### config.mk
export PLATFORM = sky130hd
export DESIGN_NAME = tcr_timer_regs
export DESIGN_NICKNAME = d
export VERILOG_FILES = /design/src/design/tcr_pkg.sv /design/src/design/tcr_cmp_store.sv /design/src/design/tcr_timer_regs.sv
export SDC_FILE = /design/constraint.sdc
export NUM_CORES = 1
export LEC_CHECK = 0
export ABC_CLOCK_PERIOD_IN_PS = 3500
export BUFFER_PORTS_ARGS = -buffer_cell sky130_fd_sc_hd__buf_2
export CORE_UTILIZATION = 40
export CTS_CLUSTER_DIAMETER = 200
export CTS_CLUSTER_SIZE = 14
export DETAILED_ROUTE_END_ITERATION = 6
export SETUP_SLACK_MARGIN = 0.5
export SLEW_MARGIN = 20
export SYNTH_ARGS = -nofsm -noshare
export SYNTH_HDL_FRONTEND = slang
export SYNTH_SLANG_ARGS = --single-unit
### constraint.sdc
create_clock -name sys_clk_in -period 3.5 [get_ports sys_clk_in]
set_clock_uncertainty 0.2 [all_clocks]
set_input_delay 0.7 -clock sys_clk_in [delete_from_list [all_inputs] [get_ports sys_clk_in]]
set_output_delay 0.7 -clock sys_clk_in [all_outputs]
set_load 0.01 [all_outputs]
### src/design/tcr_pkg.sv
package tcr_pkg;

  // ---------------------------------------------------------------
  // Address map
  // ---------------------------------------------------------------
  // Low I/O locations are given by I/O offset; data space adds 0x20
  localparam logic [7:0] IO_TO_DATA = 8'h20;
  localparam logic [7:0] IO_LIMIT = 8'h40;
  localparam logic [7:0] T1_COMPARE_B_LOW = 8'h28;
  localparam logic [7:0] T1_COMPARE_B_HIGH = 8'h29;
  localparam logic [7:0] T1_COMPARE_A_LOW = 8'h2a;
  localparam logic [7:0] T1_COMPARE_A_HIGH = 8'h2b;
  localparam logic [7:0] T1_COUNT_LOW = 8'h2c;
  localparam logic [7:0] T1_COUNT_HIGH = 8'h2d;
  localparam logic [7:0] T1_CONTROL_B = 8'h2e;
  // Extended I/O locations are data-space addresses
  localparam logic [7:0] T1_COMPARE_C_LOW = 8'h78;
  localparam logic [7:0] T1_COMPARE_C_HIGH = 8'h79;
  localparam logic [7:0] T3_COMPARE_C_LOW = 8'h82;
  localparam logic [7:0] T3_COMPARE_C_HIGH = 8'h83;
  localparam logic [7:0] T3_COMPARE_B_LOW = 8'h84;
  localparam logic [7:0] T3_COMPARE_B_HIGH = 8'h85;
  localparam logic [7:0] T3_COMPARE_A_LOW = 8'h86;
  localparam logic [7:0] T3_COMPARE_A_HIGH = 8'h87;
  localparam logic [7:0] T3_COUNT_LOW = 8'h88;
  localparam logic [7:0] T3_COUNT_HIGH = 8'h89;
  localparam logic [7:0] T3_CONTROL_B = 8'h8a;

  // ---------------------------------------------------------------
  // Fields, reset values, clock select
  // ---------------------------------------------------------------
  localparam logic [7:0] BYTE_RESET = 8'h00;
  localparam logic [15:0] WORD_RESET = 16'h0000;
  localparam logic [2:0] CS_RESET = 3'h0;
  localparam logic [4:0] CTRL_PAD = 5'h00;
  localparam logic [2:0] CS_STOP = 3'h0;
  localparam logic [2:0] CS_DIV1 = 3'h1;
  localparam logic [2:0] CS_DIV8 = 3'h2;
  localparam logic [2:0] CS_DIV64 = 3'h3;
  localparam logic [2:0] CS_DIV256 = 3'h4;
  localparam logic [2:0] CS_DIV1024 = 3'h5;
  localparam logic [2:0] CS_PIN_FALL = 3'h6;
  localparam logic [2:0] CS_PIN_RISE = 3'h7;
  localparam int PRESCALE_W = 10;
  localparam logic [9:0] MASK_DIV8 = 10'h007;
  localparam logic [9:0] MASK_DIV64 = 10'h03f;
  localparam logic [9:0] MASK_DIV256 = 10'h0ff;
  localparam logic [9:0] MASK_DIV1024 = 10'h3ff;
  localparam int TIMERS = 2;
  localparam int CHANNELS = 3;

  // ---------------------------------------------------------------
  // Types
  // ---------------------------------------------------------------
  typedef enum logic [1:0] {
    kind_none,
    kind_count,
    kind_compare,
    kind_control
  } tcr_kind_t;

  typedef struct packed {
    tcr_kind_t kind;
    logic timer;
    logic [1:0] channel;
    logic high;
  } tcr_sel_t;

  typedef struct packed {
    logic wr;
    logic rd;
    logic io_space;
    logic [7:0] addr;
    logic [7:0] wdata;
  } tcr_bus_req_t;

endpackage

### src/design/tcr_cmp_store.sv
`timescale 1ns/1ps
module tcr_cmp_store #(
  parameter int WORDS = 6,
  parameter int WIDTH = 16,
  parameter int IDX_W = 3
) (
  input wire logic sys_clk_in,
  input wire logic resetn_in,
  input wire logic wr_en_in,
  input wire logic [IDX_W-1:0] wr_idx_in,
  input wire logic [WIDTH-1:0] wr_data_in,
  input wire logic [IDX_W-1:0] rd_idx_in,
  output logic [WIDTH-1:0] rd_data_out,
  output logic [WORDS-1:0][WIDTH-1:0] words_out
);

  // ---------------------------------------------------------------
  // Storage, with every word also visible to the comparators
  // ---------------------------------------------------------------
  logic [WORDS-1:0][WIDTH-1:0] mem_q;
  logic [WIDTH-1:0] rd_q;

  always_ff @(posedge sys_clk_in or negedge resetn_in) begin
    if (!resetn_in) begin
      mem_q <= '0;
    end else if (wr_en_in && (int'(wr_idx_in) < WORDS)) begin
      mem_q[wr_idx_in] <= wr_data_in;
    end
  end

  always_ff @(posedge sys_clk_in or negedge resetn_in) begin
    if (!resetn_in) begin
      rd_q <= '0;
    end else if (int'(rd_idx_in) < WORDS) begin
      rd_q <= mem_q[rd_idx_in];
    end else begin
      rd_q <= '0;
    end
  end

  assign rd_data_out = rd_q;
  assign words_out = mem_q;

endmodule

### src/design/tcr_timer_regs.sv
`timescale 1ns/1ps
// Behaviour
// - The counter low byte reads and writes the live count; the high byte goes through the holding register.
// - 16-bit accesses stay atomic through an 8-bit holding register.
// - One holding register serves every 16-bit register of both timers.
// - A counter write blocks the next timer clock's matches on all channels.
// - Each low I/O register is also decoded in data space at offset + 0x20.
// - A 3-bit code selects stop, /1, /8, /64, /256, /1024 or a pin edge.
module tcr_timer_regs #(
  parameter int CNT_W = 16
) (
  input wire logic sys_clk_in,
  input wire logic resetn_in,
  input wire tcr_pkg::tcr_bus_req_t bus_req_in,
  output logic [7:0] rd_data_out,
  output logic rd_valid_out,
  input wire logic t1_pin_in,
  input wire logic t3_pin_in,
  output logic [tcr_pkg::TIMERS-1:0][CNT_W-1:0] counter_value_out,
  output logic [tcr_pkg::TIMERS-1:0][tcr_pkg::CHANNELS-1:0]
    compare_match_out
);

  // ---------------------------------------------------------------
  // Functions
  // ---------------------------------------------------------------
  function automatic tcr_pkg::tcr_sel_t decode(input logic [7:0] a);
    tcr_pkg::tcr_sel_t s;
    s.kind = tcr_pkg::kind_none;
    s.timer = 1'b0;
    s.channel = 2'h0;
    s.high = 1'b0;
    if (a == tcr_pkg::T1_COUNT_LOW + tcr_pkg::IO_TO_DATA) begin
      s.kind = tcr_pkg::kind_count;
    end else if (a == tcr_pkg::T1_COUNT_HIGH + tcr_pkg::IO_TO_DATA) begin
      s.kind = tcr_pkg::kind_count;
      s.high = 1'b1;
    end else if (a == tcr_pkg::T1_COMPARE_A_LOW + tcr_pkg::IO_TO_DATA) begin
      s.kind = tcr_pkg::kind_compare;
    end else if (a == tcr_pkg::T1_COMPARE_A_HIGH + tcr_pkg::IO_TO_DATA) begin
      s.kind = tcr_pkg::kind_compare;
      s.high = 1'b1;
    end else if (a == tcr_pkg::T1_COMPARE_B_LOW + tcr_pkg::IO_TO_DATA) begin
      s.kind = tcr_pkg::kind_compare;
      s.channel = 2'h1;
    end else if (a == tcr_pkg::T1_COMPARE_B_HIGH + tcr_pkg::IO_TO_DATA) begin
      s.kind = tcr_pkg::kind_compare;
      s.channel = 2'h1;
      s.high = 1'b1;
    end else if (a == tcr_pkg::T1_CONTROL_B + tcr_pkg::IO_TO_DATA) begin
      s.kind = tcr_pkg::kind_control;
    end else if (a == tcr_pkg::T1_COMPARE_C_LOW) begin
      s.kind = tcr_pkg::kind_compare;
      s.channel = 2'h2;
    end else if (a == tcr_pkg::T1_COMPARE_C_HIGH) begin
      s.kind = tcr_pkg::kind_compare;
      s.channel = 2'h2;
      s.high = 1'b1;
    end else if (a == tcr_pkg::T3_COUNT_LOW) begin
      s.kind = tcr_pkg::kind_count;
      s.timer = 1'b1;
    end else if (a == tcr_pkg::T3_COUNT_HIGH) begin
      s.kind = tcr_pkg::kind_count;
      s.timer = 1'b1;
      s.high = 1'b1;
    end else if (a == tcr_pkg::T3_COMPARE_A_LOW) begin
      s.kind = tcr_pkg::kind_compare;
      s.timer = 1'b1;
    end else if (a == tcr_pkg::T3_COMPARE_A_HIGH) begin
      s.kind = tcr_pkg::kind_compare;
      s.timer = 1'b1;
      s.high = 1'b1;
    end else if (a == tcr_pkg::T3_COMPARE_B_LOW) begin
      s.kind = tcr_pkg::kind_compare;
      s.timer = 1'b1;
      s.channel = 2'h1;
    end else if (a == tcr_pkg::T3_COMPARE_B_HIGH) begin
      s.kind = tcr_pkg::kind_compare;
      s.timer = 1'b1;
      s.channel = 2'h1;
      s.high = 1'b1;
    end else if (a == tcr_pkg::T3_COMPARE_C_LOW) begin
      s.kind = tcr_pkg::kind_compare;
      s.timer = 1'b1;
      s.channel = 2'h2;
    end else if (a == tcr_pkg::T3_COMPARE_C_HIGH) begin
      s.kind = tcr_pkg::kind_compare;
      s.timer = 1'b1;
      s.channel = 2'h2;
      s.high = 1'b1;
    end else if (a == tcr_pkg::T3_CONTROL_B) begin
      s.kind = tcr_pkg::kind_control;
      s.timer = 1'b1;
    end
    return s;
  endfunction

  function automatic logic clock_tick(input logic [2:0] code,
                                      input logic [9:0] pre,
                                      input logic pin,
                                      input logic pin_prev);
    logic t;
    t = 1'b0;
    case (code)
      tcr_pkg::CS_STOP: t = 1'b0;
      tcr_pkg::CS_DIV1: t = 1'b1;
      tcr_pkg::CS_DIV8: t = &(pre | ~tcr_pkg::MASK_DIV8);
      tcr_pkg::CS_DIV64: t = &(pre | ~tcr_pkg::MASK_DIV64);
      tcr_pkg::CS_DIV256: t = &(pre | ~tcr_pkg::MASK_DIV256);
      tcr_pkg::CS_DIV1024: t = &(pre | ~tcr_pkg::MASK_DIV1024);
      tcr_pkg::CS_PIN_FALL: t = pin_prev && !pin;
      tcr_pkg::CS_PIN_RISE: t = !pin_prev && pin;
      default: t = 1'b0;
    endcase
    return t;
  endfunction

  function automatic logic [2:0] word_index(input logic timer,
                                            input logic [1:0] channel);
    return timer ? 3'(channel) + 3'(tcr_pkg::CHANNELS) : 3'(channel);
  endfunction

  // ---------------------------------------------------------------
  // Request decode
  // ---------------------------------------------------------------
  logic [7:0] data_addr;
  tcr_pkg::tcr_sel_t sel;
  logic wr_count_low;
  logic [7:0] temp_q;
  logic [tcr_pkg::TIMERS-1:0][CNT_W-1:0] count_q;
  logic [tcr_pkg::TIMERS-1:0][2:0] cs_q;
  logic [tcr_pkg::TIMERS-1:0] block_q;
  logic [tcr_pkg::TIMERS-1:0] tick;
  logic [tcr_pkg::TIMERS-1:0] pin_now;
  logic [tcr_pkg::TIMERS-1:0] pin_prev_q;
  logic [tcr_pkg::PRESCALE_W-1:0] pre_q;
  logic [5:0][CNT_W-1:0] cmp_words;
  logic [CNT_W-1:0] cmp_rd;
  logic cmp_wr;
  logic rd_pend_q;
  tcr_pkg::tcr_sel_t rd_sel_q;
  logic [7:0] rd_byte_q;
  logic [7:0] rd_data_q;
  logic rd_valid_q;
  logic [tcr_pkg::TIMERS-1:0][tcr_pkg::CHANNELS-1:0] match_q;

  // I/O-form addresses cover 64 locations and map 0x20 up into data space
  always_comb begin
    if (bus_req_in.io_space && (bus_req_in.addr < tcr_pkg::IO_LIMIT)) begin
      data_addr = bus_req_in.addr + tcr_pkg::IO_TO_DATA;
    end else if (bus_req_in.io_space) begin
      data_addr = tcr_pkg::BYTE_RESET;
    end else begin
      data_addr = bus_req_in.addr;
    end
  end

  assign sel = decode(data_addr);
  assign wr_count_low = bus_req_in.wr && (sel.kind == tcr_pkg::kind_count)
                        && !sel.high;
  assign cmp_wr = bus_req_in.wr && (sel.kind == tcr_pkg::kind_compare)
                  && !sel.high;

  // ---------------------------------------------------------------
  // Shared high-byte holding register
  // ---------------------------------------------------------------
  always_ff @(posedge sys_clk_in or negedge resetn_in) begin
    if (!resetn_in) begin
      temp_q <= tcr_pkg::BYTE_RESET;
    end else if (bus_req_in.wr && sel.high &&
                 (sel.kind != tcr_pkg::kind_none)) begin
      temp_q <= bus_req_in.wdata;
    end else if (bus_req_in.rd && (sel.kind == tcr_pkg::kind_count) &&
                 !sel.high) begin
      temp_q <= count_q[sel.timer][15:8];
    end
  end

  // ---------------------------------------------------------------
  // Clock select and prescaler
  // ---------------------------------------------------------------
  always_ff @(posedge sys_clk_in or negedge resetn_in) begin
    if (!resetn_in) begin
      cs_q <= '0;
    end else if (bus_req_in.wr && (sel.kind == tcr_pkg::kind_control)) begin
      cs_q[sel.timer] <= bus_req_in.wdata[2:0];
    end
  end

  always_ff @(posedge sys_clk_in or negedge resetn_in) begin
    if (!resetn_in) begin
      pre_q <= '0;
      pin_prev_q <= '0;
    end else begin
      pre_q <= pre_q + 10'h001;
      pin_prev_q <= pin_now;
    end
  end

  assign pin_now = {t3_pin_in, t1_pin_in};

  always_comb begin
    for (int t = 0; t < tcr_pkg::TIMERS; t++) begin
      tick[t] = clock_tick(cs_q[t], pre_q, pin_now[t], pin_prev_q[t]);
    end
  end

  // ---------------------------------------------------------------
  // Counters and match blocking
  // ---------------------------------------------------------------
  always_ff @(posedge sys_clk_in or negedge resetn_in) begin
    if (!resetn_in) begin
      count_q <= '0;
    end else begin
      for (int t = 0; t < tcr_pkg::TIMERS; t++) begin
        if (wr_count_low && (int'(sel.timer) == t)) begin
          count_q[t] <= {temp_q, bus_req_in.wdata};
        end else if (tick[t]) begin
          count_q[t] <= count_q[t] + 16'h0001;
        end
      end
    end
  end

  // A counter write arms the block; the next timer clock consumes it
  always_ff @(posedge sys_clk_in or negedge resetn_in) begin
    if (!resetn_in) begin
      block_q <= '0;
    end else begin
      for (int t = 0; t < tcr_pkg::TIMERS; t++) begin
        if (bus_req_in.wr && (sel.kind == tcr_pkg::kind_count) &&
            (int'(sel.timer) == t)) begin
          block_q[t] <= 1'b1;
        end else if (tick[t]) begin
          block_q[t] <= 1'b0;
        end
      end
    end
  end

  always_ff @(posedge sys_clk_in or negedge resetn_in) begin
    if (!resetn_in) begin
      match_q <= '0;
    end else begin
      for (int t = 0; t < tcr_pkg::TIMERS; t++) begin
        for (int c = 0; c < tcr_pkg::CHANNELS; c++) begin
          match_q[t][c] <= tick[t] && !block_q[t] &&
            (count_q[t] == cmp_words[t * tcr_pkg::CHANNELS + c]);
        end
      end
    end
  end

  // ---------------------------------------------------------------
  // Compare value store
  // ---------------------------------------------------------------
  tcr_cmp_store #(
    .WORDS(tcr_pkg::TIMERS * tcr_pkg::CHANNELS),
    .WIDTH(CNT_W),
    .IDX_W(3)
  ) u_store (
    .sys_clk_in(sys_clk_in),
    .resetn_in(resetn_in),
    .wr_en_in(cmp_wr),
    .wr_idx_in(word_index(sel.timer, sel.channel)),
    .wr_data_in({temp_q, bus_req_in.wdata}),
    .rd_idx_in(word_index(sel.timer, sel.channel)),
    .rd_data_out(cmp_rd),
    .words_out(cmp_words)
  );

  // ---------------------------------------------------------------
  // Read path
  // ---------------------------------------------------------------
  always_ff @(posedge sys_clk_in or negedge resetn_in) begin
    if (!resetn_in) begin
      rd_pend_q <= 1'b0;
      rd_sel_q <= '0;
      rd_byte_q <= tcr_pkg::BYTE_RESET;
    end else begin
      rd_pend_q <= bus_req_in.rd;
      rd_sel_q <= sel;
      if (sel.kind == tcr_pkg::kind_count && sel.high) begin
        rd_byte_q <= temp_q;
      end else if (sel.kind == tcr_pkg::kind_count) begin
        rd_byte_q <= count_q[sel.timer][7:0];
      end else if (sel.kind == tcr_pkg::kind_control) begin
        rd_byte_q <= {tcr_pkg::CTRL_PAD, cs_q[sel.timer]};
      end else begin
        rd_byte_q <= tcr_pkg::BYTE_RESET;
      end
    end
  end

  always_ff @(posedge sys_clk_in or negedge resetn_in) begin
    if (!resetn_in) begin
      rd_data_q <= tcr_pkg::BYTE_RESET;
      rd_valid_q <= 1'b0;
    end else begin
      rd_valid_q <= rd_pend_q;
      if (rd_pend_q && rd_sel_q.kind == tcr_pkg::kind_compare) begin
        rd_data_q <= rd_sel_q.high ? cmp_rd[15:8] : cmp_rd[7:0];
      end else if (rd_pend_q) begin
        rd_data_q <= rd_byte_q;
      end
    end
  end

  assign rd_data_out = rd_data_q;
  assign rd_valid_out = rd_valid_q;
  assign counter_value_out = count_q;
  assign compare_match_out = match_q;

endmodule
== Word level (Yosys, flattened, before mapping) ==
Cells that the tools add are included.

* Output and inout port bits: 47
* Memory bits (read-only): 0
* Bits in latches: 0
* Memory bits (writable): 0
* Flip-flop bits (word level): 199
* Word-level logic and storage cells: 262
* Memories kept: 0
* Input bits: 23

* Bitwise gates (word level): 1
* Reductions and logical operators: 51
* Add/subtract/negate cells: 5
* Shifts and indexed selects: 0
* Multiply operators: 0
* Multiplexer cells: 133
* Equality and inequality tests: 42
* $lt $le $gt $ge: 6
* Div/mod/pow operators: 0

{| class="wikitable"
|+ Operator list
! cell !! count
|-
| 2-to-1 mux 16 bit || 9
|-
| 2-to-1 mux 3 bit || 46
|-
| bitwise mux 96 bit || 1
|-
| equality test 16 bit || 6
|-
| 2-to-1 mux 6 bit || 15
|-
| 2-to-1 mux 5 bit || 15
|-
| equality test 8 x 7 -> 1 bit, second input constant || 9
|-
| equality test 8 bit, second input constant || 9
|-
| 2-to-1 mux 8 bit || 9
|-
| binary-select mux 16 bit (select 3 bit) || 1
|-
| demux 16 bit (select 3 bit) || 1
|-
| adder 16 x 1 -> 16 bit, second input constant || 2
|-
| logical AND 1 bit || 31
|-
| 2-to-1 mux 2 bit || 13
|-
| equality test 3 bit, second input constant || 8
|-
| 2-to-1 mux 1 bit || 16
|-
| case mux 1 bit (8 select lines) || 2
|-
| nonzero test 2 bit || 7
|-
| equality test 3 x 2 -> 1 bit, second input constant || 4
|-
| 2-to-1 mux 4 bit || 3
|-
| adder 10 x 1 -> 10 bit, second input constant || 1
|-
| AND reduction 10 bit || 1
|-
| adder 8 x 6 -> 8 bit, second input constant || 1
|-
| < comparator 8 x 7 -> 1 bit, second input constant || 1
|-
| other kinds (17) || 27
|}

== Longest topological paths before layout ==
Gate-level depths: netlist of the first run.

* Depth after elaboration: 75
* Gate-level depth with buffers: 14
* Mapped depth without buffers: 12

== Cells and area by module ==
From an unflattened synthesis of the first run, not the netlist that was laid out.

* Cells, all modules: 977
* Area, all modules: 11023.1 um2

{| class="wikitable"
|+ By module, submodules not included
! module !! times used !! cells an instance !! sequential area each (um2) !! area each (um2)
|-
| tcr_timer_regs || 1 || 657 || 2177.1 || 6137.1
|-
| tcr_cmp_store || 1 || 320 || 2802.7 || 4885.9
|}

== Least setup slack after synthesis of the first run ==
No wires, ideal clock.

* Path kind: input to register
* From: in bus_req_in[13] (netlist bit)
* To: reg u_store.mem_q, in the netlist u_store.words_out[59]
* Data arrival time: 3.631 ns
* Stages on the path: 12
* Required time: 3.172 ns
* Setup time: 0.128 ns
* Slack: -0.459 ns
* Buffers on the path: 2
* Cells stage by stage: ha_1 nand4bb_1 a21oi_2 o21ai_1 o41a_1 ha_1 o21ai_2 o211ai_2 nor2b_1 buf_4 buf_8 mux2_1

* Cells in the longest elaborated chain, start to end: 74
* Elaborated cells on any way between the ends: 136
* Those cells by class: add/sub: 2; order compare: 4; eq/ne: 19; mux: 105; reduce/logical: 6

{| class="wikitable"
|+ RTL lines
! element !! line !! text
|-
| from (decl) || tcr_timer_regs.sv:14 || <nowiki>input wire tcr_pkg::tcr_bus_req_t bus_req_in,</nowiki>
|-
| < comparator 8 x 7 -> 1 bit || tcr_timer_regs.sv:149 || <nowiki>if (bus_req_in.io_space && (bus_req_in.addr < tcr_pkg::IO_LIMIT)) begin</nowiki>
|-
| logical AND 1 bit || tcr_timer_regs.sv:149 ||
|-
| 2-to-1 mux 8 bit (*) || tcr_timer_regs.sv:149 ||
|-
| equality test 8 bit || tcr_timer_regs.sv:86 || <nowiki>end else if (a == tcr_pkg::T3_COMPARE_C_HIGH) begin</nowiki>
|-
| 2-to-1 mux 3 bit || tcr_timer_regs.sv:86 ||
|-
| 2-to-1 mux 5 bit || tcr_timer_regs.sv:82 || <nowiki>end else if (a == tcr_pkg::T3_COMPARE_C_LOW) begin</nowiki>
|-
| 2-to-1 mux 6 bit || tcr_timer_regs.sv:77 || <nowiki>end else if (a == tcr_pkg::T3_COMPARE_B_HIGH) begin</nowiki>
|-
| 2-to-1 mux 6 bit || tcr_timer_regs.sv:73 || <nowiki>end else if (a == tcr_pkg::T3_COMPARE_B_LOW) begin</nowiki>
|-
| [... 58 more ...] || n/a ||
|-
| 2-to-1 mux 4 bit || tcr_timer_regs.sv:33 || <nowiki>if (a == tcr_pkg::T1_COUNT_LOW + tcr_pkg::IO_TO_DATA) begin</nowiki>
|-
| adder 2 x 2 -> 3 bit || tcr_timer_regs.sv:120 || <nowiki>return timer ? 3'(channel) + 3'(tcr_pkg::CHANNELS) : 3'(channel);</nowiki>
|-
| 2-to-1 mux 3 bit || tcr_timer_regs.sv:120 ||
|-
| < comparator 3 x 4 -> 1 bit (not written as such) / greater-or-equal comparator 3 x 1 -> 1 bit (equally long branches) || tcr_cmp_store.sv:27 || <nowiki>mem_q[wr_idx_in] <= wr_data_in;</nowiki>
|-
| logical AND 1 bit (not written as such) || tcr_cmp_store.sv:27 ||
|-
| 2-to-1 mux 16 bit (not written as such) || tcr_cmp_store.sv:27 ||
|-
| demux 16 bit (select 3 bit) || n/a ||
|-
| bitwise mux 96 bit || tcr_cmp_store.sv:27 ||
|-
| to (signal, indexed assignment) || tcr_cmp_store.sv:27 ||
|-
| to (decl) || tcr_cmp_store.sv:20 || <nowiki>logic [WORDS-1:0][WIDTH-1:0] mem_q;</nowiki>
|}

Mark *: on every way between the ends. The rest lies on a longest branch, timed or not. The select of a mux whose other input is x is not followed.
A chain may end at the register's enable or synchronous reset.

== Worst setup path in the final report of the first run ==
* From: in bus_req_in[14] (netlist bit)
* To: reg u_store.mem_q, in the netlist u_store.words_out[10]

The elaborated chain is that of the path after synthesis.

==> impl_metrics.prom, run 1 <==
# TYPE chip_impl_metric gauge
chip_impl_metric{name="synth_unique_cells",unit=""} 67
chip_impl_metric{name="wl_per_cell",unit="um"} 21.70
chip_impl_metric{name="area_delta_synth_final",unit="%"} 18.65
chip_impl_metric{name="die_area",unit="mm2"} 0.02848
chip_impl_metric{name="fin_nets",unit=""} 1160
chip_impl_metric{name="reg2reg_depth",unit=""} 10
chip_impl_metric{name="synthesis.yosys.warnings",unit=""} 0
chip_impl_metric{name="power_density",unit="mW/mm2"} 411.4
chip_impl_info{name="outcome",value="finished, violations left"} 1
chip_impl_metric{name="cts_htree_levels",unit=""} 4
chip_impl_metric{name="ys_ff_latch",unit=""} 199
chip_impl_info{name="capture_instance_of_the_worst_register_to_register_path",value="counter_value_out[6]"} 1
chip_impl_metric{name="drv_slew",unit=""} 0
chip_impl_metric{name="totalWireLength",unit="um"} 32900
chip_impl_metric{name="use_met1",unit="%"} 31.96
chip_impl_metric{name="initial_utilization",unit="%"} 41.05
chip_impl_metric{name="worst-slew-pin-transition",unit="ps"} 742.2
chip_impl_metric{name="layout-drive-gt1-share",unit="%"} 27.53
chip_impl_metric{name="cts.sinks",unit=""} 199
chip_impl_metric{name="clkTransAtPathRegs",unit="ps"} 80
chip_impl_metric{name="floorplan.core_area",unit="mm2"} 0.02710
chip_impl_info{name="crit_path_top_delay_cell",value="or3b_4"} 1
chip_impl_metric{name="post-route-period-util",unit="%"} 87.87
chip_impl_metric{name="antenna_cells_inserted",unit=""} 0
chip_impl_metric{name="worst_slew_margin_rel",unit="%"} 50.52
chip_impl_metric{name="dpl.hpwl",unit="um"} 23250
chip_impl_metric{name="placed_cells",unit=""} 1473
chip_impl_metric{name="fin_tns_setup",unit="ps"} 0
chip_impl_metric{name="final_cells",unit=""} 1516
chip_impl_metric{name="achievable-frequency",unit="MHz"} 325.2
chip_impl_info{name="timing.critical_path.cells",value="buf_8 -> buf_4 -> or3b_4 -> mux2i_1 -> nand4_1 -> o41a_1 -> ha_4 -> and2_4 -> nand2_2 -> a22o_4 -> nand2b_4 -> mux2_4"} 1
chip_impl_metric{name="layout_filler_cell_count",unit=""} 2494
chip_impl_info{name="rr_startpoint",value="pre_q[0]"} 1
chip_impl_metric{name="synthesis.area",unit="mm2"} 0.01112
chip_impl_metric{name="number_of_cell_rows",unit=""} 60
chip_impl_info{name="endpoint_kind",value="flop"} 1
chip_impl_metric{name="drt_iter0_markers",unit=""} 666
chip_impl_metric{name="finalCriticalPeriod",unit="ps"} 3075
chip_impl_info{name="tritoncts_clock_tree",value="done"} 1
chip_impl_metric{name="via_count_of_the_first_global_routing_pass",unit=""} 8375
chip_impl_info{name="crit_family",value="simple AND/OR/NAND/NOR gates"} 1
chip_impl_metric{name="max_capacitance_violation_total",unit=""} 0
chip_impl_info{name="violations",value="design-rule violations"} 1
chip_impl_metric{name="die_height",unit="um"} 168.8
chip_impl_metric{name="setup_slack",unit="ps"} 424.6
chip_impl_info{name="final_cell_mix",value="dfrtp_1, xor2_1, nand2_1"} 1
chip_impl_metric{name="crit_cells",unit=""} 12
chip_impl_info{name="cells_taking_the_most_area_after_synthesis",value="dfrtp_1, xor2_1, mux2_2, mux2_4, nand2_1"} 1
chip_impl_metric{name="post-route-cell-area",unit="mm2"} 0.01320
chip_impl_metric{name="synthArstFlopShare",unit="%"} 100.0
chip_impl_metric{name="remaining_drc_errors",unit=""} 10
chip_impl_metric{name="avgViaCountPerCell",unit=""} 5.655
chip_impl_metric{name="groute.usage.overall",unit="%"} 23.54
chip_impl_metric{name="cp.buffers_inverters",unit=""} 2
chip_impl_metric{name="nets_in_the_synthesized_netlist",unit=""} 1100
chip_impl_metric{name="grt.overflow.total",unit=""} 0
chip_impl_metric{name="chipWidth",unit="um"} 168.8
chip_impl_info{name="worst_hold_path_type",value="in2async"} 1
chip_impl_metric{name="io_buffer_count",unit=""} 69
chip_impl_metric{name="hold_buffers",unit=""} 0
chip_impl_metric{name="worst-r2r-setup-slack",unit="ps"} 730
chip_impl_metric{name="met3_usage",unit="%"} 3.647
chip_impl_metric{name="global_route.usage.met2",unit="%"} 38.32
chip_impl_info{name="layout.cells.most_common",value="dfrtp_1"} 1
chip_impl_metric{name="tritoncts.num_buffers",unit=""} 17
chip_impl_metric{name="synth_top_cell_area_share",unit="%"} 44.76
chip_impl_metric{name="avgSynthCellArea",unit="um2"} 10.39
chip_impl_metric{name="grt_start_max_net_pins",unit=""} 84
chip_impl_info{name="worstSetupEndpoint",value="u_store.words_out[10]"} 1
chip_impl_metric{name="grt_pass1_wl",unit="um"} 50640
chip_impl_metric{name="cts_buffer_depth",unit=""} 2
chip_impl_metric{name="report.final.hold_viol_count",unit=""} 0
chip_impl_metric{name="synth_edf_count",unit=""} 0
chip_impl_metric{name="worstPathMaxFanout",unit=""} 9
chip_impl_metric{name="synth_seq_area_share",unit="%"} 44.76
chip_impl_metric{name="synthesis.instances",unit=""} 1071
chip_impl_metric{name="antenna_violating_nets_post_route",unit=""} 0
chip_impl_metric{name="dp_slack",unit="ps"} -132.2
chip_impl_metric{name="arrival",unit="ps"} 3200
chip_impl_info{name="grt.busiest_layer",value="met2"} 1
chip_impl_metric{name="grt_antenna_before_repair",unit=""} 1
chip_impl_info{name="critPathKind",value="in2reg"} 1
chip_impl_metric{name="clk-insertion-delay-late",unit="ps"} 450
chip_impl_info{name="rsz0062_at_grt",value="true"} 1
chip_impl_info{name="synth_top_area_cell",value="dfrtp_1"} 1
chip_impl_metric{name="vdd_drop_max",unit="uV"} 283.2
chip_impl_metric{name="dr_total_vias",unit=""} 8573
chip_impl_metric{name="place_congestion",unit=""} 0.8737
chip_impl_metric{name="timing.critical_path.required",unit="ps"} 3630
chip_impl_info{name="timing.critical_path.from_type",value="primary input"} 1
chip_impl_info{name="clock_tree.root_cell",value="clkbuf_16"} 1
chip_impl_metric{name="placed_standard_cell_area",unit="mm2"} 0.01227
chip_impl_info{name="cp-startpoint",value="bus_req_in[14]"} 1
chip_impl_metric{name="top_level_i_o_count",unit=""} 70
chip_impl_metric{name="crit_path_max_incr_delay",unit="ps"} 400
chip_impl_info{name="synth_flop_cell",value="dfrtp_1"} 1
chip_impl_metric{name="detailedRoute.firstPassIterationCount",unit=""} 7
chip_impl_metric{name="power_leakage",unit="uW"} 0.006679
chip_impl_metric{name="finalSetupViolCount",unit=""} 0
-- worst min-delay path by stage --
stage	startpoint	end	slack (ps)	cells past startpoint
floorplan	rd_pend_q	rd_valid_out	150	0
global placement	pre_q[4]	pre_q[4]	260	1
detailed placement	pre_q[0]	pre_q[0]	270	1
CTS	resetn_in	compare_match_out[3]	140	1
global route	resetn_in	compare_match_out[4]	150	1
finish	resetn_in	compare_match_out[4]	110	1
-- per-layer routing --
| metal | up-vias | part of all wire [%] |
|---|---|---|
| met5 | - | 0 |
| met4 | 0 | 2.9 |
| met3 | 66 | 5.6 |
| met2 | 297 | 48 |
| met1 | 4308 | 44 |
| li1 | 3902 | - |
-- power by group --
group | leakage (uW) | internal (uW) | switching, uW
Clock | 0.000290 | 1030 | 999
Combinational | 0.00367 | 328 | 353
Sequential | 0.00272 | 2440 | 287
-- registers in the layout (all words and copies together), names as in the netlist, 6 cells and up --
name	count
compare_match_out	6
counter_value_out	32
cs_q	6
pre_q	10
rd_byte_q	8
rd_data_out	8
temp_q	8
u_store.rd_data_out	16
u_store.words_out	96
-- area by class of cell --
class / instances / area (um2) / share of cell area [%]
multi-input combinational: 768 / 6038 / 45.75
tap: 372 / 465.4 / 3.526
clock inverter: 15 / 180.2 / 1.365
clock buffer: 17 / 425.4 / 3.223
timing repair buffer: 132 / 1061 / 8.039
inverter: 13 / 48.80 / 0.3697
sequential: 199 / 4980 / 37.73
-- synthesized netlist by cell type (6+ instances only) --
cell type / count
nand2b_1: 26
mux2_2: 50
nand2_1: 103
dfrtp_1: 199
o2bb2ai_1: 15
nand4_1: 21
a221o_1: 8
nor4_1: 28
nand3_1: 13
ha_1: 6
nor3_1: 36
a21oi_1: 64
mux2i_1: 27
clkbuf_1: 59
buf_1: 19
xor2_1: 111
mux2_4: 30
inv_1: 13
nor2_1: 53
o22ai_1: 19
and3_1: 6
mux2_1: 30
o21ai_0: 14
xnor2_1: 24
-- per-stage QoR --
step / util (%) / hold slack [ps] / power (uW)
6_report: 48.70 / 114.4 / 5430
5_1_grt: 48.70 / 145.8 / 5636
4_1_cts: 47.80 / 143.4 / 5447
3_5_place_dp: 45.29 / 266.6 / 3418
3_3_place_gp: 45.29 / 259.9 / 3413
2_1_floorplan: - / 152.0 / 3101
-- cells by family after synthesis --
group / count (synthesis) / synth area share, %
flops: 199 / 44.76
fa+ha+maj: 6 / 0.6748
xor+xnor: 135 / 10.63
mux: 137 / 14.58
simple gates: 324 / 15.26
buf+inv: 105 / 4.139
compound gates: 165 / 9.954
-- repair_timing --
item                       4_1_cts  5_1_grt
resized for setup               10       25
setup buffers                    2        5
setup endpoints to repair       99      127
pin swaps                        9        3
gates cloned                     1        3
Power figures use the tool's default switching activity.
==> inputs of run 2 (changes only) <==
ABC_AREA = 1   (was not set)
==> run 2 against run 1 <==
The run now ends clean; global-route usage is 4.4 points higher; setup slack better by 160 ps; critical path depth is 6 higher; first-iteration DRC count increased by 89%; via count is 41% higher; critical endpoint is now u_store.words_out[13].
==> impl_metrics.prom, run 2 <==
# TYPE chip_impl_metric gauge
chip_impl_metric{name="layout_filler_cell_count",unit=""} 2960
chip_impl_metric{name="vdd_drop_max",unit="uV"} 321.5
chip_impl_metric{name="utilization",unit="%"} 48.08
chip_impl_metric{name="wl_per_cell",unit="um"} 19.68
chip_impl_info{name="synth.most_common_cell",value="nand2_1"} 1
chip_impl_metric{name="grt.overflow.total",unit=""} 0
chip_impl_metric{name="synth_top_cell_area_share",unit="%"} 40.66
chip_impl_info{name="synth_top_area_cell",value="dfrtp_1"} 1
chip_impl_metric{name="drv_slew",unit=""} 0
chip_impl_metric{name="avgSynthCellArea",unit="um2"} 6.974
chip_impl_metric{name="post-route-period-util",unit="%"} 83.22
chip_impl_info{name="synth.cells.most_frequent",value="nand2_1, nand3_1, inv_1"} 1
chip_impl_info{name="critPathKind",value="in2reg"} 1
chip_impl_metric{name="antenna_cells_inserted",unit=""} 0
chip_impl_info{name="cells_taking_the_most_area_after_synthesis",value="dfrtp_1, nand2_1, nand3_1, inv_1, xor2_1"} 1
chip_impl_metric{name="floorplan.core_area",unit="mm2"} 0.02987
chip_impl_metric{name="clk-insertion-delay-late",unit="ps"} 450
chip_impl_metric{name="cts.sinks",unit=""} 199
chip_impl_metric{name="fin_tns_setup",unit="ps"} 0
chip_impl_info{name="clock_tree.root_cell",value="clkbuf_16"} 1
chip_impl_info{name="worst_hold_path_type",value="in2async"} 1
chip_impl_metric{name="synthesis.instances",unit=""} 1756
chip_impl_metric{name="detailedRoute.firstPassIterationCount",unit=""} 6
chip_impl_metric{name="totalWireLength",unit="um"} 43600
chip_impl_metric{name="worst-slew-pin-transition",unit="ps"} 848.4
chip_impl_metric{name="clkTransAtPathRegs",unit="ps"} 70
chip_impl_metric{name="power_leakage",unit="uW"} 0.007448
chip_impl_metric{name="avgViaCountPerCell",unit=""} 5.466
chip_impl_metric{name="chipWidth",unit="um"} 177.0
chip_impl_info{name="rsz0062_at_grt",value="true"} 1
chip_impl_info{name="final_cell_mix",value="nand2_1, inv_1, nand3_1"} 1
chip_impl_metric{name="worst_slew_margin_rel",unit="%"} 43.44
chip_impl_metric{name="synthesis.yosys.warnings",unit=""} 0
chip_impl_metric{name="tritoncts.num_buffers",unit=""} 17
chip_impl_metric{name="fin_nets",unit=""} 1841
chip_impl_metric{name="io_buffer_count",unit=""} 69
chip_impl_info{name="endpoint_kind",value="flop"} 1
chip_impl_metric{name="synth_edf_count",unit=""} 0
chip_impl_metric{name="grt_start_max_net_pins",unit=""} 60
chip_impl_metric{name="timing.critical_path.required",unit="ps"} 3630
chip_impl_metric{name="finalSetupViolCount",unit=""} 0
chip_impl_metric{name="regArea",unit="mm2"} 0.004980
chip_impl_info{name="outcome",value="finished, final reports clean"} 1
chip_impl_metric{name="synth_unique_cells",unit=""} 39
chip_impl_metric{name="worstPathMaxFanout",unit=""} 12
chip_impl_metric{name="synth_seq_area_share",unit="%"} 40.66
chip_impl_metric{name="power_density",unit="mW/mm2"} 499.5
chip_impl_metric{name="dp_slack",unit="ps"} -8.980
chip_impl_metric{name="cts_htree_levels",unit=""} 4
chip_impl_metric{name="post-route-cell-area",unit="mm2"} 0.01436
chip_impl_metric{name="layout-drive-gt1-share",unit="%"} 14.41
chip_impl_metric{name="number_of_cell_rows",unit=""} 63
chip_impl_metric{name="cts_buffer_depth",unit=""} 2
chip_impl_metric{name="place_congestion",unit=""} 0.9063
chip_impl_metric{name="achievable-frequency",unit="MHz"} 343.3
chip_impl_metric{name="placed_cells",unit=""} 2159
chip_impl_info{name="tritoncts_clock_tree",value="done"} 1
chip_impl_info{name="layout.cells.most_common",value="nand2_1"} 1
chip_impl_metric{name="report.final.hold_viol_count",unit=""} 0
chip_impl_metric{name="die_height",unit="um"} 177.0
chip_impl_metric{name="arrival",unit="ps"} 3040
chip_impl_metric{name="synthArstFlopShare",unit="%"} 100.0
chip_impl_metric{name="die_area",unit="mm2"} 0.03132
chip_impl_info{name="timing.critical_path.from_type",value="primary input"} 1
chip_impl_metric{name="top_level_i_o_count",unit=""} 70
chip_impl_metric{name="initial_utilization",unit="%"} 40.99
chip_impl_metric{name="dr_total_vias",unit=""} 12110
chip_impl_metric{name="setup_slack",unit="ps"} 587.5
chip_impl_metric{name="area_delta_synth_final",unit="%"} 17.29
chip_impl_metric{name="grt_antenna_before_repair",unit=""} 2
chip_impl_metric{name="max_capacitance_violation_total",unit=""} 0
chip_impl_metric{name="antenna_violating_nets_post_route",unit=""} 0
chip_impl_metric{name="synthesis.area",unit="mm2"} 0.01225
chip_impl_metric{name="largest_register_ff_count",unit=""} 96
chip_impl_metric{name="remaining_drc_errors",unit=""} 0
chip_impl_metric{name="via_count_of_the_first_global_routing_pass",unit=""} 11130
chip_impl_metric{name="dpl.hpwl",unit="um"} 29270
chip_impl_metric{name="ys_ff_latch",unit=""} 199
chip_impl_metric{name="grt_pass1_wl",unit="um"} 64850
chip_impl_info{name="synth_flop_cell",value="dfrtp_1"} 1
chip_impl_metric{name="groute.usage.overall",unit="%"} 27.90
chip_impl_metric{name="final_cells",unit=""} 2215
chip_impl_metric{name="multi_input_comb_area",unit="mm2"} 0.006290
chip_impl_metric{name="nets_in_the_synthesized_netlist",unit=""} 1785
chip_impl_metric{name="finalCriticalPeriod",unit="ps"} 2913
chip_impl_metric{name="drt_iter0_markers",unit=""} 1257
chip_impl_metric{name="placed_standard_cell_area",unit="mm2"} 0.01330
-- run 2: changes by cell type after synthesis, moves of 26 or more --
| cell | before | now |
|---|---|---|
| a21oi_1 | 64 | 26 |
| buf_2 | 5 | 34 |
| inv_1 | 13 | 216 |
| mux2_1 | 30 | 0 |
| mux2_2 | 50 | 8 |
| mux2_4 | 30 | 0 |
| mux2i_1 | 27 | 0 |
| nand2_1 | 103 | 529 |
| nand2b_1 | 26 | 0 |
| nand3_1 | 13 | 219 |
| nor2_1 | 53 | 150 |
| xor2_1 | 111 | 65 |
-- run 2: final timing paths --
| path | cells after the start | slack [ps] | to | startpoint |
|---|---|---|---|---|
| worst max-delay path | 18 | 590 | u_store.words_out[13] | bus_req_in[15] |
| worst min-delay path | 1 | 40 | compare_match_out[0] | resetn_in |
| worst max register to register | 15 | 780 | counter_value_out[30] | pre_q[0] |
| worst min register to register | 1 | 250 | pre_q[0] | pre_q[0] |
| max in group asynchronous | 2 | 2280 | temp_q[4] | resetn_in |
| min in group sys_clk_in | 1 | 180 | pin_prev_q[0] | t1_pin_in |
-- run 2: logic make-up (layout without fill, tap and decap cells) --
logic type      count (synthesis)  count (layout)  synth area share (%)
simple gates                 1034            1037                 36.86
buf+inv                       328             394                 10.52
flops                         199             199                 40.66
compound gates                116             116                 5.956
xor+xnor                       65              65                 4.649
mux                             8               8                0.7356
fa+ha+maj                       6               6                0.6130
-- run 2: power by group --
group          switching, uW  leakage, uW  internal [uW]  total (uW)
clock                   1000     0.000285           1020        2020
sequential               790      0.00258           2600        3390
combinational           1100      0.00458            667        1760
-- run 2: timing repair --
item | in CTS | in global routing
pin swaps | 1 | 15
gates cloned | 0 | 6
setup endpoints to repair | 65 | 156
hold buffers | 0 | 0
setup buffers | 3 | 15
resized for setup | 9 | 53
-- run 2: routing by layer --
| layer | vias to the layer above | global-route usage [%] | routed length (um) |
|---|---|---|---|
| li1 | 5684 | - | - |
| met1 | 5777 | 37.27 | 18020 |
| met2 | 541 | 44.43 | 20310 |
| met3 | 103 | 4.381 | 3383 |
| met4 | 2 | 12.43 | 1870 |
| met5 | - | 0 | 18 |
-- run 2: layout make-up --
class,count,area share [%]
multi-input combinational,1232,43.79
sequential,199,34.67
timing repair buffer,143,8.319
inverter,219,5.758
tap,390,3.397
clock buffer,18,2.988
clock inverter,14,1.080
-- run 2: per-stage QoR --
step	total power [uW]	hold WS, ps
3_5_place_dp	5102	250.7
4_1_cts	7125	56.63
2_1_floorplan	4176	204.4
5_1_grt	7479	69.91
6_report	7175	36.37
3_3_place_gp	5076	243.1
-- run 2: worst max-delay path, cell delays in order --
cell and delay (ps):
buf_6 110, o21ai_4 230, buf_6 150, nand3_4 100
buf_4 160, inv_2 60, nand4_1 200, buf_6 210
nand3_1 90, nor2_2 40, nor2_1 140, nand2_2 90
nor2_4 180, buf_12 170, clkbuf_16 180, nand2_8 80
nand2_2 60, nand2_1 60
==> inputs of run 3 (changes only) <==
ABC_CLOCK_PERIOD_IN_PS = 2400   (was 3500)
clock period = 2.4 ns   (was 3.5 ns; I/O delays follow)
==> run 3 against run 2 <==
The flow now finishes with violations (negative setup slack); critical path depth up 1; global-route usage up 1.1 points; clock-buffer cell count down 1; flip-flop and latch count unchanged; sequential share of layout area down 3.2 points; routed wire length up 3.2%; via count up 3.2%; largest power group unchanged; highest routed layer is now met4.
==> impl_metrics.prom, run 3 (synthesis gave the netlist of run 2 again) <==
# TYPE chip_impl_metric gauge
chip_impl_metric{name="layout-drive-gt1-share",unit="%"} 22.13
chip_impl_metric{name="worst_slew_margin_rel",unit="%"} 38.75
chip_impl_info{name="rr_startpoint",value="pre_q[0]"} 1
chip_impl_metric{name="io_buffer_count",unit=""} 69
chip_impl_metric{name="p_sw_share",unit="%"} 39.69
chip_impl_info{name="tritoncts_clock_tree",value="done"} 1
chip_impl_metric{name="multi_input_comb_area",unit="mm2"} 0.006715
chip_impl_info{name="critPathKind",value="in2reg"} 1
chip_impl_metric{name="power_leakage",unit="uW"} 0.008164
chip_impl_metric{name="cts_htree_levels",unit=""} 4
chip_impl_metric{name="clkTransAtPathRegs",unit="ps"} 80
chip_impl_metric{name="die_area",unit="mm2"} 0.03132
chip_impl_metric{name="via_count_of_the_first_global_routing_pass",unit=""} 11860
chip_impl_metric{name="power_switching",unit="uW"} 4303
chip_impl_info{name="capture_instance_of_the_worst_register_to_register_path",value="counter_value_out[14]"} 1
chip_impl_metric{name="tritoncts.num_buffers",unit=""} 17
chip_impl_metric{name="place_congestion",unit=""} 0.9284
chip_impl_info{name="final_cell_mix",value="nand2_1, inv_1, dfrtp_1"} 1
chip_impl_metric{name="dpl.hpwl",unit="um"} 31140
chip_impl_metric{name="vdd_drop_max",unit="uV"} 456.0
chip_impl_info{name="clock_tree.root_cell",value="clkbuf_16"} 1
chip_impl_metric{name="grt_antenna_before_repair",unit=""} 0
chip_impl_metric{name="avgViaCountPerCell",unit=""} 5.398
chip_impl_metric{name="floorplan.core_area",unit="mm2"} 0.02987
chip_impl_metric{name="fin_nets",unit=""} 1941
chip_impl_info{name="min_delay_worst_endpoint",value="counter_value_out[17]"} 1
chip_impl_info{name="worstHoldStart",value="bus_req_in[1]"} 1
chip_impl_info{name="violations",value="negative setup slack"} 1
chip_impl_metric{name="layout_filler_cell_count",unit=""} 2797
chip_impl_metric{name="power_density",unit="mW/mm2"} 685.3
chip_impl_metric{name="area_delta_synth_final",unit="%"} 29.20
chip_impl_info{name="layout.cells.most_common",value="nand2_1"} 1
chip_impl_metric{name="antenna_cells_inserted",unit=""} 0
chip_impl_metric{name="pwr-share-clk",unit="%"} 27.8
chip_impl_metric{name="top_level_i_o_count",unit=""} 70
chip_impl_metric{name="worstPathMaxFanout",unit=""} 16
chip_impl_metric{name="timing.critical_path.required",unit="ps"} 2540
chip_impl_metric{name="post-route-period-util",unit="%"} 108.3
chip_impl_metric{name="grt_pass1_wl",unit="um"} 67850
chip_impl_info{name="timing.critical_path.from_type",value="primary input"} 1
chip_impl_info{name="outcome",value="finished, violations left"} 1
chip_impl_metric{name="initial_utilization",unit="%"} 40.99
chip_impl_metric{name="reg2reg_depth",unit=""} 15
chip_impl_metric{name="groute.usage.overall",unit="%"} 29.04
chip_impl_metric{name="totalWireLength",unit="um"} 45000
chip_impl_metric{name="intPower",unit="uW"} 6540
chip_impl_metric{name="placed_standard_cell_area",unit="mm2"} 0.01429
chip_impl_metric{name="hold_ws",unit="ps"} 244.6
chip_impl_metric{name="number_of_cell_rows",unit=""} 63
chip_impl_metric{name="combinational_share_of_power",unit="%"} 28.5
chip_impl_metric{name="arrival",unit="ps"} 2740
chip_impl_metric{name="worst-slew-pin-transition",unit="ps"} 918.7
chip_impl_metric{name="chipWidth",unit="um"} 177.0
chip_impl_metric{name="dp_slack",unit="ps"} -746.1
chip_impl_metric{name="finalSetupViolCount",unit=""} 138
chip_impl_metric{name="dr_total_vias",unit=""} 12500
chip_impl_metric{name="worst-r2r-setup-slack",unit="ps"} 70
chip_impl_info{name="worst_hold_path_type",value="in2reg"} 1
chip_impl_metric{name="die_height",unit="um"} 177.0
chip_impl_metric{name="setup_slack",unit="ps"} -199.5
chip_impl_metric{name="regArea",unit="mm2"} 0.004980
chip_impl_metric{name="utilization",unit="%"} 52.96
chip_impl_metric{name="grt_start_max_net_pins",unit=""} 54
chip_impl_metric{name="post-route-cell-area",unit="mm2"} 0.01582
chip_impl_metric{name="cts.sinks",unit=""} 199
chip_impl_info{name="endpoint_kind",value="flop"} 1
chip_impl_info{name="rsz0062_at_grt",value="true"} 1
chip_impl_metric{name="wl_per_cell",unit="um"} 19.44
chip_impl_metric{name="cts_buffer_depth",unit=""} 2
chip_impl_metric{name="drt_iter0_markers",unit=""} 1238
chip_impl_metric{name="max_capacitance_violation_total",unit=""} 0
chip_impl_metric{name="grt.overflow.total",unit=""} 0
chip_impl_metric{name="antenna_violating_nets_post_route",unit=""} 0
chip_impl_metric{name="report.final.hold_viol_count",unit=""} 0
chip_impl_metric{name="clk-insertion-delay-late",unit="ps"} 450
chip_impl_metric{name="drv_slew",unit=""} 0
chip_impl_metric{name="achievable-frequency",unit="MHz"} 384.7
chip_impl_metric{name="hold_path_depth",unit=""} 3
chip_impl_metric{name="seq_power_share",unit="%"} 43.7
chip_impl_metric{name="remaining_drc_errors",unit=""} 0
chip_impl_metric{name="largest_register_ff_count",unit=""} 96
chip_impl_metric{name="finalCriticalPeriod",unit="ps"} 2599
chip_impl_metric{name="detailedRoute.firstPassIterationCount",unit=""} 5
==> run 3: cell count changes in the layout (fill, tap and decap cells not counted), moves of 13 or more <==
cell	before	now
buf_4	46	109
nand3_1	212	194
buf_12	11	28
nor3_1	54	39
buf_6	14	27
nand2_1	506	493
nand3_2	6	19
==> run 3: worst max-delay path by stage <==
stage | cells past startpoint | slack (ps) | to | start
floorplan | 17 | -540 | u_store.words_out[72] | bus_req_in[14]
global placement | 16 | -680 | u_store.words_out[27] | bus_req_in[14]
detailed placement | 18 | -750 | u_store.words_out[58] | bus_req_in[14]
CTS | 17 | -120 | u_store.words_out[47] | bus_req_in[14]
global route | 19 | -340 | u_store.words_out[20] | bus_req_in[14]
finish | 19 | -200 | u_store.words_out[6] | bus_req_in[14]
==> run 3: power by group through the flow <==
stage | logic [uW] | clock network [uW] | registers [uW]
finish | 3090 | 3010 | 4740
global route | 3390 | 3160 | 4750
CTS | 3010 | 3040 | 4670
detailed placement | 2950 | 0 | 4740
global placement | 2920 | 0 | 4720
floorplan | 1940 | 0 | 4180
==> run 3: cell type report <==
cell class | count | area share (%)
tap | 390 | 3.084
timing repair buffer | 242 | 14.00
sequential | 199 | 31.47
inverter | 219 | 5.243
clock buffer | 17 | 2.689
clock inverter | 15 | 1.075
multi-input combinational | 1233 | 42.44
==> run 3: timing repair <==
action | CTS | global route
resized for setup | 67 | 58
pin swaps | 36 | 26
buffers inserted | 15 | 9
setup endpoints to repair | 195 | 197
hold buffers | 4 | 0
hold endpoints to repair | 46 | 0
gates cloned | 4 | 5
==> run 3: critical path, cell delays in order <==
cell     delay [ps]
buf_6           120
o21ai_4         280
nand3_4         150
nor2_4          190
nand3_2         110
nand2_2          90
a21oi_2          50
ha_4            280
inv_4            40
nand2_2          50
nand2_2          70
nand2_2          60
nand2_2          60
nor2_4          170
buf_6           180
nand2_2          80
buf_12          170
nand2_2          60
nand2_1          50
==> run 3: through the flow <==
step	TNS [ps]	total power (uW)	instances
final	-18460	10840	2315
after global routing	-41970	11310	2315
after CTS	-11310	10720	2301
after detailed placement	-109870	7688	2246
after global placement	-102150	7639	2246
after floorplan	-53730	6123	1756
==> run 3: per-layer routing <==
layer | vias up | wire [um] | GRT usage (%) | part of all wire, %
met3 | 110 | 3811 | 5.498 | 8.5
met5 | - | 0 | 0 | 0
met2 | 552 | 20690 | 45.64 | 46
met4 | 0 | 2131 | 13.72 | 4.7
met1 | 5936 | 18380 | 38.39 | 41
li1 | 5898 | - | - | -
